## config.mk

```make
export PLATFORM = sky130hd
export DESIGN_NAME = efl_regs
export DESIGN_NICKNAME = d
export VERILOG_FILES = /design/src/inc/efl_pkg.sv /design/src/rtl/efl_size_dec.sv /design/src/rtl/efl_loc_dec.sv /design/src/rtl/efl_regs.sv
export VERILOG_INCLUDE_DIRS = /design/src /design/src/inc
export SDC_FILE = /design/constraint.sdc
export NUM_CORES = 1
export LEC_CHECK = 0
export ABC_AREA = 0
export BUFFER_PORTS_ARGS = -buffer_cell sky130_fd_sc_hd__buf_2
export CORE_MARGIN = 5
export CORE_UTILIZATION = 36
export CTS_BUF_LIST = sky130_fd_sc_hd__clkbuf_16
export DETAILED_ROUTE_END_ITERATION = 8
export GPL_TIMING_DRIVEN = 0
export PLACE_DENSITY = 0.59
export SLEW_MARGIN = 20
export SYNTH_ARGS = -nofsm -noshare
export SYNTH_HDL_FRONTEND = slang
export SYNTH_SLANG_ARGS = --single-unit
```

## constraint.sdc

```tcl
create_clock -name clk_in -period 2 [get_ports clk_in]
set_input_delay 0.1 -clock clk_in [delete_from_list [all_inputs] [get_ports clk_in]]
set_output_delay 0.1 -clock clk_in [all_outputs]
set_load 0.005 [all_outputs]
```

## src/inc/efl_map.svh

```systemverilog
// Register offsets, field positions and reset values of the FIFO layout bank
`ifndef EFL_MAP_SVH
`define EFL_MAP_SVH
// ****************************************************************
// Register byte offsets
// ****************************************************************
`define EFL_OFS_TX_SIZE 4'h0
`define EFL_OFS_RX_SIZE 4'h4
`define EFL_OFS_TX_LOC 4'h8
`define EFL_OFS_W 4
// ****************************************************************
// Field positions and reset values
// ****************************************************************
`define EFL_DBL_BIT 4
`define EFL_CODE_HI 3
`define EFL_LOC_HI 12
`define EFL_SIZE_MASK 8'h1f
`define EFL_LOC_MASK 16'h1fff
`define EFL_SIZE_RST 8'h00
`define EFL_LOC_RST 16'h0000
`define EFL_SINGLE_ADD 5'h03
`define EFL_DOUBLE_ADD 5'h04
`define EFL_LOC_SHIFT 3
`define EFL_RESP_OKAY 2'h0
`define EFL_RESP_SLVERR 2'h2
`endif

```

## src/inc/efl_pkg.sv

```systemverilog
// Types shared by the FIFO layout bank
package efl_pkg;
  typedef enum logic [2:0] {
    EFL_IDLE = 3'b001,
    EFL_WRSP = 3'b010,
    EFL_RRSP = 3'b100
  } efl_state_t;
endpackage

```

## src/rtl/efl_size_dec.sv

```systemverilog
// Decoder from one size register to FIFO size and packet limit
`timescale 1ns/1ps
`include "efl_map.svh"
module efl_size_dec (
  // Clock and reset
  input wire logic clk_in,
  input wire logic rstn_in,
  input wire logic en_in,
  // Size register
  input wire logic [7:0] cfg_in,
  // Decoded outputs
  output logic [19:0] fifo_bytes_out,
  output logic [18:0] max_pkt_out,
  output logic dbl_out
);
  typedef struct packed {
    logic [19:0] bytes;
    logic [18:0] pkt;
    logic dbl;
  } efl_dec_t;
  efl_dec_t st_reg, st_next;

  // Power of two of a 5-bit exponent; code 15 doubled needs bit 19
  function automatic logic [19:0] efl_pow2(input logic [4:0] e);
    efl_pow2 = 20'h00001 << e;
  endfunction

  // Size from code and buffering mode
  always_comb begin
    logic [4:0] code;
    code = {1'b0, cfg_in[`EFL_CODE_HI:0]};
    st_next = st_reg;
    st_next.dbl = cfg_in[`EFL_DBL_BIT];
    if (cfg_in[`EFL_DBL_BIT]) begin
      st_next.bytes = efl_pow2(code + `EFL_DOUBLE_ADD);
    end else begin
      st_next.bytes = efl_pow2(code + `EFL_SINGLE_ADD);
    end
    st_next.pkt = 19'(efl_pow2(code + `EFL_SINGLE_ADD));
  end

  // State register
  always_ff @(posedge clk_in or negedge rstn_in) begin
    if (!rstn_in) begin
      st_reg <= '0;
    end else if (en_in) begin
      st_reg <= st_next;
    end
  end

  assign fifo_bytes_out = st_reg.bytes;
  assign max_pkt_out = st_reg.pkt;
  assign dbl_out = st_reg.dbl;
endmodule

```

## src/rtl/efl_loc_dec.sv

```systemverilog
// Decoder from start location register to FIFO byte address
`timescale 1ns/1ps
`include "efl_map.svh"
module efl_loc_dec (
  // Clock and reset
  input wire logic clk_in,
  input wire logic rstn_in,
  input wire logic en_in,
  // Location register
  input wire logic [15:0] loc_in,
  // Byte address
  output logic [15:0] byte_addr_out
);
  typedef struct packed {
    logic [15:0] addr;
  } efl_loc_t;
  efl_loc_t st_reg, st_next;

  // Eight-byte units to bytes
  always_comb begin
    st_next = st_reg;
    st_next.addr = {loc_in[`EFL_LOC_HI:0], 3'h0};
  end

  // State register
  always_ff @(posedge clk_in or negedge rstn_in) begin
    if (!rstn_in) begin
      st_reg <= '0;
    end else if (en_in) begin
      st_reg <= st_next;
    end
  end

  assign byte_addr_out = st_reg.addr;
endmodule

```

## src/rtl/efl_regs.sv

```systemverilog
// AXI4-Lite register bank for endpoint FIFO size and start location
`timescale 1ns/1ps
`include "efl_map.svh"
module efl_regs (
  // Clock, reset, enable
  input wire logic clk_in,
  input wire logic rstn_in,
  input wire logic ce_in,
  // AXI4-Lite write address
  input wire logic s_axi_awvalid_in,
  output logic s_axi_awready_out,
  input wire logic [31:0] s_axi_awaddr_in,
  // AXI4-Lite write data
  input wire logic s_axi_wvalid_in,
  output logic s_axi_wready_out,
  input wire logic [31:0] s_axi_wdata_in,
  input wire logic [3:0] s_axi_wstrb_in,
  // AXI4-Lite write response
  output logic s_axi_bvalid_out,
  input wire logic s_axi_bready_in,
  output logic [1:0] s_axi_bresp_out,
  // AXI4-Lite read address
  input wire logic s_axi_arvalid_in,
  output logic s_axi_arready_out,
  input wire logic [31:0] s_axi_araddr_in,
  // AXI4-Lite read data
  output logic s_axi_rvalid_out,
  input wire logic s_axi_rready_in,
  output logic [31:0] s_axi_rdata_out,
  output logic [1:0] s_axi_rresp_out,
  // Decoded FIFO layout
  output logic [19:0] tx_fifo_bytes_out,
  output logic [18:0] tx_max_pkt_out,
  output logic tx_double_buffer_en_out,
  output logic [19:0] rx_fifo_bytes_out,
  output logic [18:0] rx_max_pkt_out,
  output logic rx_double_buffer_en_out,
  output logic [15:0] tx_fifo_byte_addr_out
);
  typedef struct packed {
    efl_pkg::efl_state_t wst;
    efl_pkg::efl_state_t rst;
    logic aw_got;
    logic w_got;
    logic [`EFL_OFS_W-1:0] awaddr;
    logic aw_ok;
    logic [31:0] wdata;
    logic [3:0] wstrb;
    logic [1:0] bresp;
    logic [31:0] rdata;
    logic [1:0] rresp;
    logic [7:0] tx_size;
    logic [7:0] rx_size;
    logic [15:0] tx_loc;
  } efl_st_t;
  efl_st_t st_reg, st_next;

  // Word decode: aligned, upper bits zero, known offset
  function automatic logic efl_hit(input logic [31:0] a);
    logic [`EFL_OFS_W-1:0] o;
    o = a[`EFL_OFS_W-1:0];
    efl_hit = (a[31:`EFL_OFS_W] == 28'h0000000) &&
      (o == `EFL_OFS_TX_SIZE || o == `EFL_OFS_RX_SIZE ||
       o == `EFL_OFS_TX_LOC);
  endfunction

  // Byte-lane merge of a write into a 16-bit register
  function automatic logic [15:0] efl_merge(input logic [15:0] old,
      input logic [31:0] d, input logic [3:0] s);
    efl_merge = old;
    if (s[0]) begin
      efl_merge[7:0] = d[7:0];
    end
    if (s[1]) begin
      efl_merge[15:8] = d[15:8];
    end
  endfunction

  // Bus handshakes and register updates
  always_comb begin
    logic [15:0] m;
    logic [`EFL_OFS_W-1:0] ro;
    m = 16'h0000;
    ro = s_axi_araddr_in[`EFL_OFS_W-1:0];
    st_next = st_reg;
    unique case (st_reg.wst)
      efl_pkg::EFL_IDLE: begin
        if (s_axi_awvalid_in && !st_reg.aw_got) begin
          st_next.aw_got = 1'b1;
          st_next.awaddr = s_axi_awaddr_in[`EFL_OFS_W-1:0];
          st_next.aw_ok = efl_hit(s_axi_awaddr_in);
        end
        if (s_axi_wvalid_in && !st_reg.w_got) begin
          st_next.w_got = 1'b1;
          st_next.wdata = s_axi_wdata_in;
          st_next.wstrb = s_axi_wstrb_in;
        end
        if (st_reg.aw_got && st_reg.w_got) begin
          st_next.aw_got = 1'b0;
          st_next.w_got = 1'b0;
          st_next.wst = efl_pkg::EFL_WRSP;
          st_next.bresp = st_reg.aw_ok ? `EFL_RESP_OKAY : `EFL_RESP_SLVERR;
          if (st_reg.aw_ok) begin
            unique case (st_reg.awaddr)
              `EFL_OFS_TX_SIZE: begin
                m = efl_merge({8'h00, st_reg.tx_size}, st_reg.wdata,
                  st_reg.wstrb);
                st_next.tx_size = m[7:0] & `EFL_SIZE_MASK;
              end
              `EFL_OFS_RX_SIZE: begin
                m = efl_merge({8'h00, st_reg.rx_size}, st_reg.wdata,
                  st_reg.wstrb);
                st_next.rx_size = m[7:0] & `EFL_SIZE_MASK;
              end
              default: begin
                m = efl_merge(st_reg.tx_loc, st_reg.wdata, st_reg.wstrb);
                st_next.tx_loc = m & `EFL_LOC_MASK;
              end
            endcase
          end
        end
      end
      efl_pkg::EFL_WRSP: begin
        if (s_axi_bready_in) begin
          st_next.wst = efl_pkg::EFL_IDLE;
        end
      end
      default: begin
        st_next.wst = efl_pkg::EFL_IDLE;
      end
    endcase
    unique case (st_reg.rst)
      efl_pkg::EFL_IDLE: begin
        if (s_axi_arvalid_in) begin
          st_next.rst = efl_pkg::EFL_RRSP;
          st_next.rdata = 32'h00000000;
          st_next.rresp = `EFL_RESP_SLVERR;
          if (efl_hit(s_axi_araddr_in)) begin
            st_next.rresp = `EFL_RESP_OKAY;
            unique case (ro)
              `EFL_OFS_TX_SIZE: begin
                st_next.rdata = {24'h000000,
                  st_reg.tx_size & `EFL_SIZE_MASK};
              end
              `EFL_OFS_RX_SIZE: begin
                st_next.rdata = {24'h000000,
                  st_reg.rx_size & `EFL_SIZE_MASK};
              end
              default: begin
                st_next.rdata = {16'h0000,
                  st_reg.tx_loc & `EFL_LOC_MASK};
              end
            endcase
          end
        end
      end
      efl_pkg::EFL_RRSP: begin
        if (s_axi_rready_in) begin
          st_next.rst = efl_pkg::EFL_IDLE;
        end
      end
      default: begin
        st_next.rst = efl_pkg::EFL_IDLE;
      end
    endcase
  end

  // State register, reset to zero with both state machines in idle
  always_ff @(posedge clk_in or negedge rstn_in) begin
    if (!rstn_in) begin
      st_reg <= '0;
      st_reg.wst <= efl_pkg::EFL_IDLE;
      st_reg.rst <= efl_pkg::EFL_IDLE;
      st_reg.tx_size <= `EFL_SIZE_RST;
      st_reg.rx_size <= `EFL_SIZE_RST;
      st_reg.tx_loc <= `EFL_LOC_RST;
    end else if (ce_in) begin
      st_reg <= st_next;
    end
  end

  // Bus outputs straight from state
  assign s_axi_awready_out = (st_reg.wst == efl_pkg::EFL_IDLE) &&
    !st_reg.aw_got;
  assign s_axi_wready_out = (st_reg.wst == efl_pkg::EFL_IDLE) &&
    !st_reg.w_got;
  assign s_axi_bvalid_out = (st_reg.wst == efl_pkg::EFL_WRSP);
  assign s_axi_bresp_out = st_reg.bresp;
  assign s_axi_arready_out = (st_reg.rst == efl_pkg::EFL_IDLE);
  assign s_axi_rvalid_out = (st_reg.rst == efl_pkg::EFL_RRSP);
  assign s_axi_rdata_out = st_reg.rdata;
  assign s_axi_rresp_out = st_reg.rresp;

  // Transmit size decode
  efl_size_dec u_tx_dec (
    .clk_in(clk_in),
    .rstn_in(rstn_in),
    .en_in(ce_in),
    .cfg_in(st_reg.tx_size),
    .fifo_bytes_out(tx_fifo_bytes_out),
    .max_pkt_out(tx_max_pkt_out),
    .dbl_out(tx_double_buffer_en_out)
  );

  // Receive size decode
  efl_size_dec u_rx_dec (
    .clk_in(clk_in),
    .rstn_in(rstn_in),
    .en_in(ce_in),
    .cfg_in(st_reg.rx_size),
    .fifo_bytes_out(rx_fifo_bytes_out),
    .max_pkt_out(rx_max_pkt_out),
    .dbl_out(rx_double_buffer_en_out)
  );

  // Transmit start location decode
  efl_loc_dec u_loc_dec (
    .clk_in(clk_in),
    .rstn_in(rstn_in),
    .en_in(ce_in),
    .loc_in(st_reg.tx_loc),
    .byte_addr_out(tx_fifo_byte_addr_out)
  );
endmodule

```

==> impl_results.md <==
- DRC violations left: 0
- Max Freq: 519 MHz
- Proportion of total power due to net switching: 0.277
- Cell area after placement: 8610 um2
- Number of enable flip-flop cells after synthesis: 0
- Ys async rst share: 1.00
- Standard-cell row count: 51
- Max_cap viols: 0
- Number of clock sinks: 157
- Average wire per standard cell: 17.7 um
- Fraction of layout cells with a size suffix above 1: 0.405
- Max-Slew Margin vs Limit: 0.513
- Seq pwr share: 0.477
- Total power: 7.78 mW
- Combinational Power Share: 0.126
- Kind of critical path: reg2reg
- CTS buffer count: 17
- Cell types with the largest area share after synthesis: sky130_fd_sc_hd__dfrtp_1 (54%), sky130_fd_sc_hd__mux2_2 (9.1%), sky130_fd_sc_hd__o2bb2ai_1 (4.6%), sky130_fd_sc_hd__buf_4 (4.1%), sky130_fd_sc_hd__o21ai_0 (2.9%)
- NumNets Final: 998
- Leakage component of the power: 4.63 nW
- Estimated wirelength of the detail-placed design: 15100 um
- Flip-flop cell with the highest count after synthesis: sky130_fd_sc_hd__dfrtp_1
- Mean number of vias per cell: 4.97
- Number of distinct library cells after synthesis: 64
- Final standard cell utilization of the core: 0.486
- Number of global-route vias before repair: 5716
- Floorplan die area: 22800 um2
- Area share of the largest cell type after synthesis: 0.541
- Die boundary width: 151 um
- Die Y: 151 um
- Run status: finished, final reports clean
- Number of top-level design ports: 245
- Number of buffer cells added on primary ports: 197
- Final-report hold violation count: 0
- Required time of the worst setup path: 2.31 ns
- Critical path origin: st_reg[114]
- First-pass GRT wire length: 32300 um
- Post-synthesis instance area: 7170 um2
- Overflow left after global routing: 0
- Cell-internal power: 5.63 mW
- Max H-tree Level: 4
- Final-layout fill cell count: 1815
- Post-synthesis average cell area: 11.6 um2
- Iteration count of the initial detailed-routing pass: 6
- Number of antenna diodes: 0
- Post-layout instance count excluding filler cells: 1166
- Iteration-0 DRC count of the detailed router: 375
- Worst hold start: s_axi_bready_in
- Final Skew: 0.0132 ns
- Clock tree from TritonCTS: done
- Clock group share of total power: 0.397
- Final worst path period need: 1.93 ns
- Largest voltage drop on the vdd net: 0.897 mV
- All-layer global routing usage: 0.184
- Number of antenna violations at the first check in global routing: 0
- Switching power: 2.15 mW
- Part of the Yosys area used for sequential elements: 0.548
- Finished layout cell area: 9500 um2
- Post-route fraction of the period consumed by the critical path: 0.964
- P&R area growth vs syn: 32.5%
- Count of synthesis-stage warnings from yosys: 0
- Endpoint class of the critical path: flop
- Number of flip-flops and latches in the synthesized netlist: 157
- Max FFs per register: 49
- Gp weighted congestion: 0.863
- Hold WC Path Type: in2reg
- Worst flop-to-flop path startpoint: st_reg[114]
- Number of instances in the placed design: 1105
- Largest buffer count on any clock path: 2
- Power density normalized to cell area: 819 nW/um2
- Routed WL: 20600 um
- Root cell of the clock tree: sky130_fd_sc_hd__clkbuf_16
- Crit path DAT: 2.24 ns
- Maximum number of pins on one net before global-route repair: 81
- Startpoint Class: flop
- Maximum fanout encountered on the critical timing path: 8
- Total of endpoints with negative setup slack in the final report: 0
- Skew-Pair Late Insertion Delay: 0.43 ns
- Core outline area: 19500 um2
- Count of vias placed by the detailed router: 5792
- Post-synthesis instance total: 619
- Cell type with the highest aggregate area in the netlist: sky130_fd_sc_hd__dfrtp_1
- Clock slew at reported path FFs: 0.07 ns
- Final max-slew violation count: 0
- Transition at the pin with the smallest max-transition slack: 0.731 ns
- Routed Antenna Nets: 0
- Initial core utilization: 0.367
==> stage by stage <==
step | setup WS (ns) | hold slack [ns] | TNS (ns)
2_1_floorplan | 0.128 | -0.196 | 0
3_3_place_gp | -1.63 | 0.332 | -255.74
3_5_place_dp | -0.220 | 0.134 | -4.30
4_1_cts | 0.0108 | 0.00984 | 0
5_1_grt | -0.00337 | 0.0576 | -0.00337
6_report | 0.0715 | 0.0299 | 0
==> layout make-up <==
cell class	instances	area [um2]	share of cell area
Sequential cell	157	3930	0.414
Multi-Input combinational cell	403	2890	0.304
Timing Repair Buffer	229	1330	0.140
Buffer	75	448	0.0472
Clock buffer	17	425	0.0448
Tap cell	265	332	0.0349
Clock inverter	15	130	0.0137
Inverter	5	18.8	0.00198
==> path summary, 6_finish.rpt <==
kind                       slack [ns]                          to  cells past startpoint
max                              0.07                  st_reg[25]                      6
min                              0.03                 st_reg[115]                      4
max reg2reg                      0.07                  st_reg[25]                      6
min reg2reg                      0.47  u_tx_dec.fifo_bytes_out[9]                      1
max in group asynchronous        0.93  u_tx_dec.fifo_bytes_out[7]                      3
min in group asynchronous        0.24                 st_reg[105]                      2
==> power by group through the flow <==
stage               registers (mW)  logic, mW  clock network, mW
floorplan                     3.68      0.572                  0
global placement              3.76      0.892                  0
detailed placement            3.77      0.917                  0
CTS                           3.71      0.959               3.16
global route                  3.74       1.09               3.31
finish                        3.71      0.978               3.09
==> worst max-delay path: stages, from the launching register on <==
cell and delay, ns:
sky130_fd_sc_hd__dfstp_2 0.57, sky130_fd_sc_hd__nand3b_4 0.11, sky130_fd_sc_hd__or2_1 0.23, sky130_fd_sc_hd__buf_6 0.15, sky130_fd_sc_hd__nor4b_4 0.26, sky130_fd_sc_hd__buf_6 0.16, sky130_fd_sc_hd__mux2_2 0.33
==> logic make-up after synthesis <==
kind of cell,count (synthesis),share of synthesized area
AOI/OAI and AO/OA,144,0.143
xor gates and xnor gates,3,0.00366
adders and majority gates,2,0.00349
buffers and inverters,82,0.0658
DFF,157,0.548
muxes,64,0.0995
other,1,0.000523
and+or+nand+nor,166,0.136
==> Yosys cell counts, types with 3 or more instances <==
master,count
sky130_fd_sc_hd__dfrtp_1,155
sky130_fd_sc_hd__nor2_1,22
sky130_fd_sc_hd__or3_1,4
sky130_fd_sc_hd__o221ai_1,12
sky130_fd_sc_hd__nor3b_1,4
sky130_fd_sc_hd__o21a_1,3
sky130_fd_sc_hd__nand2_1,53
sky130_fd_sc_hd__nand3b_1,8
sky130_fd_sc_hd__nand3_1,7
sky130_fd_sc_hd__nand4b_1,4
sky130_fd_sc_hd__clkbuf_1,32
sky130_fd_sc_hd__buf_4,39
sky130_fd_sc_hd__o2111ai_1,3
sky130_fd_sc_hd__o21ai_0,41
sky130_fd_sc_hd__a21oi_1,15
sky130_fd_sc_hd__or3b_2,5
sky130_fd_sc_hd__o31ai_1,10
sky130_fd_sc_hd__nor3_1,11
sky130_fd_sc_hd__mux2i_1,6
sky130_fd_sc_hd__mux2_2,58
sky130_fd_sc_hd__nor4_1,12
sky130_fd_sc_hd__nor3_4,3
sky130_fd_sc_hd__nor2b_1,5
sky130_fd_sc_hd__inv_1,4
sky130_fd_sc_hd__nand2b_1,9
sky130_fd_sc_hd__o2bb2ai_1,38
==> cells in the final DEF, fill, tap and decap left out, drive strengths merged, types with 3 or more instances in the layout <==
cell type    instances
inv                 14
o2bb2ai             38
o221ai              12
clkinvlp             3
buf                252
mux2                58
nor4                13
o2111ai              3
or3                  4
o21a                 3
nand2               53
o21ai               41
nand4b               4
nor3b                6
conb                24
a21oi               15
mux2i                6
nand3b               9
clkbuf              47
dfrtp              155
dlygate4sd3         22
nor2b                5
nor3                15
nand3                7
nor2                22
or2                  3
clkinv               3
nand2b               9
o31ai               10
or3b                 5
==> per-layer routing <==
layer / track usage / vias up / part of all wire
met5: 0 / - / 0
met4: 0.0394 / 0 / 0.0069
met2: 0.293 / 215 / 0.47
met1: 0.248 / 2805 / 0.44
met3: 0.0560 / 9 / 0.080
li1: - / 2763 / -
==> repair_timing <==
item	in CTS	in global routing
hold buffers	22	0
endpoints found under the setup margin	26	32
gates resized for setup	4	8
endpoints found under the hold margin	98	0
buffers inserted	2	7
pin swaps	2	4
Note: power is estimated with default switching activity, not from simulation.
